`config.mk`:
```
export PLATFORM = sky130hd
export DESIGN_NAME = memory_window_chip_select_decode
export DESIGN_NICKNAME = d
export VERILOG_FILES = /design/src/rtl/mwdec_pkg.sv /design/src/rtl/memory_window_chip_select_decode.sv
export SDC_FILE = /design/constraint.sdc
export NUM_CORES = 1
export LEC_CHECK = 0
export ABC_CLOCK_PERIOD_IN_PS = 3600
export BUFFER_PORTS_ARGS = -buffer_cell sky130_fd_sc_hd__buf_2
export CORE_ASPECT_RATIO = 0.8
export CORE_UTILIZATION = 54
export CTS_BUF_LIST = sky130_fd_sc_hd__clkbuf_8
export DETAILED_ROUTE_END_ITERATION = 6
export PLACE_DENSITY = 0.9
export SYNTH_ARGS = -nofsm -noshare
export SYNTH_HDL_FRONTEND = slang
export SYNTH_SLANG_ARGS = --single-unit
```
`constraint.sdc`:
```
create_clock -name clk -period 3.6 [get_ports clk]
set_clock_uncertainty 0.2 [all_clocks]
set_input_delay 0.54 -clock clk [delete_from_list [all_inputs] [get_ports clk]]
set_output_delay 0.54 -clock clk [all_outputs]
set_load 0.005 [all_outputs]
```
`src/rtl/mwdec_pkg.sv`:
```
// Constants for the window bank decoder and chip select ranking
// What this block does
// - Each window starts on a boundary of its own size, except a 32K window at 0x4000.
// - Window base holds three top address bits per window.
// - Lowest base bit is ignored for 16K and 32K windows.
// - 32K bases: 000/001 at zero, 010/011 at 0x4000, 1xx at 0x8000.
// - Inside window 1, its bank value drives all six expansion lines for 8K, the top five for 16K and the top four for 32K.
// - Inside window 2 only, window 2 bank value drives the lines.
// - A newly written bank value is used for following window accesses.
// - Window 1 wins where windows overlap.
// - On-chip registers, RAM and EEPROM override any window.
// - Unimplemented bits of base, bank and pin registers read zero.
// - Each pin assignment bit makes its pin an expansion address line.
// - An assigned low line unused by any window carries the CPU address bit.
// - An enabled select asserts while the CPU addresses its range.
// - Selects are timed by the E clock, which may be stretched.
// - Four selects work only in expanded modes; else pins are plain I/O.
// - Priority bit clear: internal, I/O, program, general 1, general 2.
// - Priority bit set: general selects rank above program select.
// - Normal expanded reset enables program select without internal vector memory.
// - Program stretch resets to one in normal mode, zero in test.
// - Program select uses address-valid timing and is active low.
// - I/O select covers 0x1000-0x1FFF or 0x0000-0x1FFF.
// - I/O select has programmable polarity and zero to three stretch cycles.
// - Size field: 00 off, 01 8K, 10 16K, 11 32K.
// - 32K window at 0x4000 drives inverted address bit 14 while active.
package mwdec_pkg;
  // Register indexes; byte address is four times the index
  localparam logic [7:0] IDX_PIN_ASSIGN = 8'h2d;
  localparam logic [7:0] IDX_WIN_SIZE   = 8'h56;
  localparam logic [7:0] IDX_WIN_BASE   = 8'h57;
  localparam logic [7:0] IDX_WIN1_BANK  = 8'h58;
  localparam logic [7:0] IDX_WIN2_BANK  = 8'h59;
  localparam logic [7:0] IDX_STRETCH    = 8'h5a;
  localparam logic [7:0] IDX_SEL_CTRL   = 8'h5b;
  localparam int         APB_AW         = 10;
  // Implemented bit masks
  localparam logic [7:0] MASK_PIN_ASSIGN = 8'h3f;
  localparam logic [7:0] MASK_WIN_SIZE   = 8'hf3;
  localparam logic [7:0] MASK_WIN_BASE   = 8'hee;
  localparam logic [7:0] MASK_BANK       = 8'h7e;
  localparam logic [7:0] MASK_STRETCH    = 8'h0f;
  localparam logic [7:0] MASK_SEL_CTRL   = 8'hff;
  localparam logic [7:0] RST_ZERO        = 8'h00;
  // Field positions
  localparam int SZ_W1_LSB = 0;
  localparam int SZ_W2_LSB = 4;
  localparam int WB_W1_LSB = 1;
  localparam int WB_W2_LSB = 5;
  localparam int BANK_LSB  = 1;
  localparam int ST_IO_LSB = 0;
  localparam int ST_PR_LSB = 2;
  localparam int CTL_IO_ON     = 7;
  localparam int CTL_IO_HIGH   = 6;
  localparam int CTL_IO_AV     = 5;
  localparam int CTL_IO_8K     = 4;
  localparam int CTL_GP_FIRST  = 3;
  localparam int CTL_PROG_ON   = 2;
  localparam int CTL_PROG_SIZE = 0;
  // Window size codes
  localparam logic [1:0] SZ_OFF = 2'h0;
  localparam logic [1:0] SZ_8K  = 2'h1;
  localparam logic [1:0] SZ_16K = 2'h2;
  localparam logic [1:0] SZ_32K = 2'h3;
  // Reset stretch of the program select
  localparam logic [1:0] PROG_ST_NORMAL = 2'h1;
  localparam logic [1:0] PROG_ST_TEST   = 2'h0;
  // E clock half period in clk cycles
  localparam logic [7:0] E_HALF_CLKS = 8'h04;
  localparam logic [1:0] INIT_LOAD   = 2'h2;
  typedef enum logic {PHASE_LOW, PHASE_HIGH} e_phase_type;
endpackage

```
`src/rtl/memory_window_chip_select_decode.sv`:
```
// Window bank decode, pin assignment and chip select ranking
`timescale 1ns/10ps
module memory_window_chip_select_decode #(
  parameter logic [7:0] E_HALF = mwdec_pkg::E_HALF_CLKS
) (
  // Clock and reset
  input  logic                          clk,
  input  logic                          rst,
  // APB slave
  input  logic                          psel,
  input  logic                          penable,
  input  logic                          pwrite,
  input  logic [mwdec_pkg::APB_AW-1:0]  paddr,
  input  logic [31:0]                   pwdata,
  output logic [31:0]                   prdata,
  output logic                          pready,
  output logic                          pslverr,
  // Mode straps from pins
  input  logic                          expanded_mode,
  input  logic                          special_test_mode,
  input  logic                          vector_internal,
  // CPU core side
  input  logic [15:0]                   cpu_addr,
  input  logic                          cpu_access,
  input  logic                          internal_hit,
  input  logic                          gp1_hit,
  input  logic                          gp2_hit,
  // Bus timing
  output logic                          e_clk,
  output logic                          cpu_wait,
  // Expansion address pins
  output logic [5:0]                    expansion_address_lines,
  output logic [5:0]                    expansion_address_enable,
  // Chip select pins
  output logic                          io_select,
  output logic                          io_select_enable,
  output logic                          program_select_n,
  output logic                          program_select_enable,
  output logic                          general_select_1,
  output logic                          general_select_2
);

  ////////////////////////////////////////////////////////////////
  // Register storage
  logic [7:0] port_pin_assignment;
  logic [7:0] window_size_register;
  logic [7:0] window_base;
  logic [7:0] window1_bank;
  logic [7:0] window2_bank;
  logic [7:0] select_stretch_control;
  logic [7:0] select_control;

  ////////////////////////////////////////////////////////////////
  // Strap synchroniser and post-reset load
  logic [2:0] strap_meta;
  logic [2:0] strap_sync;
  logic [1:0] init_cnt;

  // Two flops per strap, then a load counter
  always_ff @(posedge clk or posedge rst) begin
    if (rst) begin
      strap_meta <= 3'h0;
      strap_sync <= 3'h0;
      init_cnt   <= 2'h0;
    end else begin
      strap_meta <= {vector_internal, special_test_mode, expanded_mode};
      strap_sync <= strap_meta;
      if (init_cnt != 2'h3) begin
        init_cnt <= init_cnt + 2'h1;
      end
    end
  end

  // Synchronised mode levels
  wire exp_mode  = strap_sync[0];
  wire test_mode = strap_sync[1];
  wire vec_int   = strap_sync[2];
  wire init_load = init_cnt == mwdec_pkg::INIT_LOAD;

  ////////////////////////////////////////////////////////////////
  // APB decode
  wire       access  = psel && penable;
  wire [7:0] idx     = paddr[9:2];
  wire       aligned = paddr[1:0] == 2'h0;
  wire       sel_pin = idx == mwdec_pkg::IDX_PIN_ASSIGN;
  wire       sel_sz  = idx == mwdec_pkg::IDX_WIN_SIZE;
  wire       sel_wb  = idx == mwdec_pkg::IDX_WIN_BASE;
  wire       sel_w1  = idx == mwdec_pkg::IDX_WIN1_BANK;
  wire       sel_w2  = idx == mwdec_pkg::IDX_WIN2_BANK;
  wire       sel_st  = idx == mwdec_pkg::IDX_STRETCH;
  wire       sel_ctl = idx == mwdec_pkg::IDX_SEL_CTRL;
  wire       mapped  = aligned && (sel_pin || sel_sz || sel_wb || sel_w1 ||
                                   sel_w2 || sel_st || sel_ctl);
  wire       wr_fire = access && pready && pwrite && mapped;
  wire [7:0] wdat    = pwdata[7:0];

  // Read mux; stored values already hold zeros in unused bits
  wire [7:0] rd_mux = ({8{sel_pin}} & port_pin_assignment) |
                      ({8{sel_sz}} & window_size_register) |
                      ({8{sel_wb}} & window_base) |
                      ({8{sel_w1}} & window1_bank) |
                      ({8{sel_w2}} & window2_bank) |
                      ({8{sel_st}} & select_stretch_control) |
                      ({8{sel_ctl}} & select_control);

  // One wait state, then answer
  always_ff @(posedge clk or posedge rst) begin
    if (rst) begin
      pready  <= 1'b0;
      pslverr <= 1'b0;
      prdata  <= 32'h0000_0000;
    end else begin
      pready  <= access && !pready;
      pslverr <= access && !pready && !mapped;
      prdata  <= (access && !pready && mapped) ? {24'h00_0000, rd_mux} : 32'h0000_0000;
    end
  end

  ////////////////////////////////////////////////////////////////
  // Window and pin registers
  // zero reset
  always_ff @(posedge clk or posedge rst) begin
    if (rst) begin
      port_pin_assignment  <= mwdec_pkg::RST_ZERO;
      window_size_register <= mwdec_pkg::RST_ZERO;
      window_base          <= mwdec_pkg::RST_ZERO;
      window1_bank         <= mwdec_pkg::RST_ZERO;
      window2_bank         <= mwdec_pkg::RST_ZERO;
    end else if (wr_fire) begin
      if (sel_pin) port_pin_assignment <= wdat & mwdec_pkg::MASK_PIN_ASSIGN;
      if (sel_sz) window_size_register <= wdat & mwdec_pkg::MASK_WIN_SIZE;
      if (sel_wb) window_base <= wdat & mwdec_pkg::MASK_WIN_BASE;
      if (sel_w1) window1_bank <= wdat & mwdec_pkg::MASK_BANK;
      if (sel_w2) window2_bank <= wdat & mwdec_pkg::MASK_BANK;
    end
  end

  // Select control and stretch, loaded from straps after reset
  always_ff @(posedge clk or posedge rst) begin
    if (rst) begin
      select_control         <= mwdec_pkg::RST_ZERO;
      select_stretch_control <= mwdec_pkg::RST_ZERO;
    end else if (init_load) begin
      select_control[mwdec_pkg::CTL_PROG_ON] <= exp_mode && (test_mode || !vec_int);
      select_stretch_control[mwdec_pkg::ST_PR_LSB +: 2] <=
        test_mode ? mwdec_pkg::PROG_ST_TEST : mwdec_pkg::PROG_ST_NORMAL;
    end else if (wr_fire) begin
      if (sel_ctl) select_control <= wdat & mwdec_pkg::MASK_SEL_CTRL;
      if (sel_st) select_stretch_control <= wdat & mwdec_pkg::MASK_STRETCH;
    end
  end

  ////////////////////////////////////////////////////////////////
  // Window hit detection
  // masked compare, disabled never hits
  function automatic logic win_hit(input logic [2:0] a, input logic [2:0] b,
                                   input logic [1:0] sz);
    case (sz)
      mwdec_pkg::SZ_8K:  win_hit = a == b;
      mwdec_pkg::SZ_16K: win_hit = a[2:1] == b[2:1];
      // 32K bases at 0, 0x4000, 0x8000
      mwdec_pkg::SZ_32K: win_hit = b[2] ? a[2] : (b[1] ? (a[2] ^ a[1]) : !a[2]);
      default:           win_hit = 1'b0;
    endcase
  endfunction

  logic [2:0] wbase [2];
  logic [1:0] wsize [2];
  logic [5:0] wbank [2];
  logic [1:0] whit;
  assign wbase[0] = window_base[mwdec_pkg::WB_W1_LSB +: 3];
  assign wbase[1] = window_base[mwdec_pkg::WB_W2_LSB +: 3];
  assign wsize[0] = window_size_register[mwdec_pkg::SZ_W1_LSB +: 2];
  assign wsize[1] = window_size_register[mwdec_pkg::SZ_W2_LSB +: 2];
  assign wbank[0] = window1_bank[mwdec_pkg::BANK_LSB +: 6];
  assign wbank[1] = window2_bank[mwdec_pkg::BANK_LSB +: 6];

  // Per-window compare
  for (genvar w = 0; w < 2; w++) begin : g_win
    assign whit[w] = win_hit(cpu_addr[15:13], wbase[w], wsize[w]);
  end

  wire open_bus = cpu_access && !internal_hit;
  wire w1_act   = open_bus && whit[0];
  wire w2_act   = open_bus && whit[1] && !whit[0];
  wire any_act  = w1_act || w2_act;

  wire [5:0] act_bank = w1_act ? wbank[0] : wbank[1];
  wire [1:0] act_size = w1_act ? wsize[0] : wsize[1];
  wire [2:0] act_base = w1_act ? wbase[0] : wbase[1];
  wire [2:0] act_lsb  = (act_size == mwdec_pkg::SZ_8K)  ? 3'h0 :
                        (act_size == mwdec_pkg::SZ_16K) ? 3'h1 : 3'h2;
  wire       mid_32k  = any_act && act_size == mwdec_pkg::SZ_32K && act_base[2:1] == 2'h1;

  ////////////////////////////////////////////////////////////////
  // Expansion line values
  logic [5:0] next_xa;
  for (genvar i = 0; i < 6; i++) begin : g_xa
    wire uses = any_act && (3'(i) >= act_lsb);
    if (i == 1) begin : g_mid
      assign next_xa[i] = mid_32k ? !cpu_addr[14] : (uses ? act_bank[i] : cpu_addr[14]);
    end else if (i < 3) begin : g_low
      // unused low line carries CPU bit
      assign next_xa[i] = uses ? act_bank[i] : cpu_addr[13+i];
    end else begin : g_high
      // Idle upper lines sit high
      assign next_xa[i] = uses ? act_bank[i] : 1'b1;
    end
  end

  ////////////////////////////////////////////////////////////////
  // Chip select ranges
  wire       cs_open  = open_bus && exp_mode;
  wire       io_av    = select_control[mwdec_pkg::CTL_IO_AV];
  wire       io_pol   = select_control[mwdec_pkg::CTL_IO_HIGH];
  wire [1:0] pcsz     = select_control[mwdec_pkg::CTL_PROG_SIZE +: 2];
  wire       gp_first = select_control[mwdec_pkg::CTL_GP_FIRST];
  wire       io_range = select_control[mwdec_pkg::CTL_IO_8K] ?
                        (cpu_addr[15:13] == 3'h0) : (cpu_addr[15:12] == 4'h1);
  wire       pr_range = (pcsz == 2'h0) ||
                        (pcsz == 2'h1 && cpu_addr[15]) ||
                        (pcsz == 2'h2 && cpu_addr[15:14] == 2'h3) ||
                        (pcsz == 2'h3 && cpu_addr[15:13] == 3'h7);

  // enabled select in range, expanded only
  wire io_req = cs_open && select_control[mwdec_pkg::CTL_IO_ON] && io_range;
  wire pr_req = cs_open && select_control[mwdec_pkg::CTL_PROG_ON] && pr_range;
  wire g1_req = cs_open && gp1_hit;
  wire g2_req = cs_open && gp2_hit;

  wire win_io = io_req;
  wire win_pr = pr_req && !io_req && !(gp_first && (g1_req || g2_req));
  wire win_g1 = g1_req && !io_req && !(!gp_first && pr_req);
  wire win_g2 = g2_req && !io_req && !g1_req && !(!gp_first && pr_req);

  wire [1:0] win_st = win_io ? select_stretch_control[mwdec_pkg::ST_IO_LSB +: 2] :
                      win_pr ? select_stretch_control[mwdec_pkg::ST_PR_LSB +: 2] : 2'h0;

  ////////////////////////////////////////////////////////////////
  // E clock sequencing
  mwdec_pkg::e_phase_type phase;
  mwdec_pkg::e_phase_type next_phase;
  logic [7:0] e_cnt;
  logic [2:0] st_left;
  logic [2:0] next_st_left;
  logic [3:0] cyc;
  logic [3:0] next_cyc;

  wire e_tick  = e_cnt == E_HALF - 8'h01;
  wire falling = e_tick && phase == mwdec_pkg::PHASE_HIGH && st_left == 3'h0;

  // high phase held two ticks per stretch cycle
  always_comb begin
    next_phase   = phase;
    next_st_left = st_left;
    case (phase)
      mwdec_pkg::PHASE_LOW: begin
        if (e_tick) next_phase = mwdec_pkg::PHASE_HIGH;
      end
      mwdec_pkg::PHASE_HIGH: begin
        if (e_tick && st_left != 3'h0) begin
          next_st_left = st_left - 3'h1;
        end else if (e_tick) begin
          next_phase   = mwdec_pkg::PHASE_LOW;
          next_st_left = {win_st, 1'b0};
        end
      end
      default: next_phase = mwdec_pkg::PHASE_LOW;
    endcase
  end

  // Decode latched at each falling E edge
  assign next_cyc = falling ? {win_io, win_pr, win_g1, win_g2} : cyc;

  // Divider and phase state
  always_ff @(posedge clk or posedge rst) begin
    if (rst) begin
      e_cnt   <= 8'h00;
      phase   <= mwdec_pkg::PHASE_LOW;
      st_left <= 3'h0;
      cyc     <= 4'h0;
    end else begin
      e_cnt   <= e_tick ? 8'h00 : e_cnt + 8'h01;
      phase   <= next_phase;
      st_left <= next_st_left;
      cyc     <= next_cyc;
    end
  end

  // I/O select window: address valid or E high
  wire e_next_high = next_phase == mwdec_pkg::PHASE_HIGH;
  wire io_on       = next_cyc[3] && exp_mode && (io_av || e_next_high);

  ////////////////////////////////////////////////////////////////
  // Registered pins
  always_ff @(posedge clk or posedge rst) begin
    if (rst) begin
      e_clk                    <= 1'b0;
      cpu_wait                 <= 1'b0;
      expansion_address_lines  <= 6'h3f;
      expansion_address_enable <= 6'h00;
      io_select                <= 1'b1;
      io_select_enable         <= 1'b0;
      program_select_n         <= 1'b1;
      program_select_enable    <= 1'b0;
      general_select_1         <= 1'b0;
      general_select_2         <= 1'b0;
    end else begin
      e_clk                    <= e_next_high;
      cpu_wait                 <= e_next_high && next_st_left != 3'h0;
      expansion_address_lines  <= next_xa;
      expansion_address_enable <= port_pin_assignment[5:0];
      io_select                <= io_pol ? io_on : !io_on;
      io_select_enable         <= exp_mode && select_control[mwdec_pkg::CTL_IO_ON];
      program_select_n         <= !(next_cyc[2] && exp_mode);
      program_select_enable    <= exp_mode && select_control[mwdec_pkg::CTL_PROG_ON];
      general_select_1         <= next_cyc[1] && exp_mode;
      general_select_2         <= next_cyc[0] && exp_mode;
    end
  end
endmodule

```
==> impl_metrics.toml <==
[critical_path]
cp_data_arrival_time_ns = 3.21
cp-start-kind = "input port"
rr_worst_depth = 11
path_buf_inv = 2
critical_path.top_delay_family = "compound AO/OA/AOI/OAI gates"
critPathKind = "input port to flop"
end_kind = "flop"
cp_slowest_cell = "ha_1"
worstPathMaxFanout = 10
cp_cell_sequence = "buf_2 -> inv_1 -> ha_1 -> nand2_1 -> a211oi_1 -> a22oi_1 -> mux2_2 -> ha_1 -> nand2_1 -> nor3_1 -> o211ai_1 -> mux2_2 -> or2_2 -> o311ai_0"
required_ns = 3.65
ff2ff_setup_slack_ns = 0.74
crit_start = "cpu_addr[15]"
r2r_end = "expansion_address_lines[1]"
r2r-start = "window_base[3]"
critPathMaxStageDelay_ns = 0.37

[grt]
use_met2_pct = 42.1
grt_use_met3_pct = 6.87
use_met1_pct = 31.7
grt_max_degree = 55
grt_first_pass_wirelength_um = 17000
grt_pass1_vias = 3411
grt-ovfl-total = 0
antenna_found_initial = 0
busiest_layer = "met2"
track_usage_pct = 25.7

[logic_synthesis]
synthesis.area_sq_mm = 0.00454
synthAdderAreaFrac_pct = 2.48
yosysMostFrequentCell = "dfrtp_1"
synth_xor_area_share_pct = 2.51
syn_inst = 396
synth_cell_type_count = 54
ys_async_sr_fraction_pct = 100
seq_area_frac_synth_pct = 52.6
ys_top_cells_by_area = "dfrtp_1 48%, mux2_2 11%, dfstp_2 4.6%"
synth_top_family_by_area = "simple AND/OR/NAND/NOR gates"
yosys_register_bits = 95
synth_compound_area_share_pct = 10.9
synth_top_area_cell = "dfrtp_1"
synth_edf_count = 0
synthSimpleGateAreaFrac_pct = 14.0
syn_area_per_cell_sq_um = 11.5
ys.flop_type = "dfrtp_1"
synthMuxAreaShare_pct = 12.0
yosysTopAreaCellShare_pct = 48.0
yosysWarnings = 0
synth_commonest_cells = "87 x dfrtp_1, 43 x mux2_2, 27 x nand2_1"

[sta]
fin_ws_ns = 0.434
drv_slew = 0
holdWs_ns = 0.0550
finalCritPeriodShare_pct = 87.9
relSlewSlack_pct = 51.8
rsz0062_at_grt = "no"
setup_violations = 0
fmax_mhz = 316
tightest_slew_ns = 0.722
fin_setup_tns_ns = 0
final_hold_viol_count = 0
period_needed_ns = 3.17

[power_and_ir_drop]
p_per_area_mw_per_mm2 = 375
cellLeakagePower_nw = 2.54
vdd_drop_max_mv = 0.290
power_mw = 1.93

[drt]
routed_wl_um = 10700
dr.pass1.iters = 6
drtAntennaViolNets = 0
drcViolationCount = 0
first_iter_violations = 364
wire_per_inst_um = 18.3
vias = 3438
avgViaCountPerCell = 5.90

[run_status]
status = "finished clean"

[floorplan]
dieHeight_um = 84.0
num_rows = 29
fp.dieW_um = 104
initial_core_util_pct = 56.6
dieArea_sq_mm = 0.00877
top_level_ports = 124
fp.coreArea_sq_mm = 0.00802

[clocking]
cts_tree = "built"
cts_setup_buffers = 0
root_buffer = "clkbuf_8"
cts-htree-levels = 3
clkSlewWorstSetupHoldPaths_ns = 0.09
post_cts_resized = 0
hold_buffers = 0
numCtsBuffers = 9
cts_buffer_depth = 2
clk_latency_ns = 0.37
clock_sinks = 95

[cells_and_area]
insertedDiodeCount = 0
finalNetCount = 549
n_fill_cell = 582
drive_gt1_share_pct = 30.3
area_growth_pct = 13.4
top_regs = "e_cnt x8, prdata x8, select_control x8"
post-route-util_pct = 64.1

[placement]
globalplace.congestion = 0.886
dp.final_hpwl_um = 7550
portBuffers = 63
pre_cts_ws_ns = 0.111

[flow_run]
max_cap_viol_count = 0

[hold_path]
hold_path.class = "input port to async pin"
-- worst reg2reg max path, stage by stage, from the launching register on --
cell	delay, ns
dfrtp_1	0.44
nor2b_1	0.17
a211oi_1	0.28
a22oi_1	0.19
mux2_2	0.28
ha_1	0.18
nand2_1	0.07
nor3_1	0.15
o211ai_1	0.12
mux2_2	0.29
or2_2	0.27
o311ai_0	0.11
-- worst max path at each step --
stage	to	slack (ns)	cells after the start
global placement	expansion_address_lines[1]	0.30	14
detailed placement	expansion_address_lines[1]	0.11	14
global route	expansion_address_lines[1]	0.33	14
floorplan	expansion_address_lines[1]	0.29	14
finish	expansion_address_lines[1]	0.43	14
CTS	expansion_address_lines[1]	0.50	14
-- logic make-up (layout without fill, tap and decap cells) --
logic type,count (synthesis),in the layout
other,1,24
AOI/OAI and AO/OA,67,67
xor gates and xnor gates,13,13
muxes,49,49
adders and majority gates,9,9
DFF,95,95
buffers and inverters,41,97
and+or+nand+nor,121,121
-- power by group --
group	internal [mW]	switching (mW)
registers	1.08	0.00604
logic	0.0331	0.0666
clock network	0.351	0.393
-- metrics by stage --
stage | instance area [sq um] | std cells
finish | 5140 | 583
global route | 5140 | 583
global placement | 4930 | 567
floorplan | 4620 | 419
CTS | 5140 | 583
detailed placement | 4930 | 567
-- cell type report --
type / count / area (sq um) / area share (%)
Clock inverter: 6 / 72.6 / 1.41
Timing Repair Buffer: 70 / 380 / 7.39
Multi-Input combinational cell: 283 / 1990 / 38.7
Clock buffer: 10 / 138 / 2.68
Tap cell: 108 / 135 / 2.63
Sequential cell: 95 / 2390 / 46.4
Inverter: 11 / 42.5 / 0.827
-- metal layers --
metal	vias to the layer above	share of wire, %
li1	1529	-
met1	1690	41
met2	183	48
met3	36	7.7
met4	0	3.5
met5	-	0
-- layout by cell type, fill, tap and decap left out, types with 6 or more instances in the layout --
cell      count
nand3_1      12
a22oi_1       8
xnor2_1       7
nand2b_1     11
nor3_1        7
buf_2        63
mux2_2       43
clkbuf_8     10
a21oi_1      18
nand2_1      27
dfstp_2       8
inv_1        10
xor2_1        6
conb_1       24
a222oi_1      9
dfrtp_1      87
ha_1          9
buf_4         6
nor2b_1      10
nor2_1       26
(Power assumes the default switching activity.)
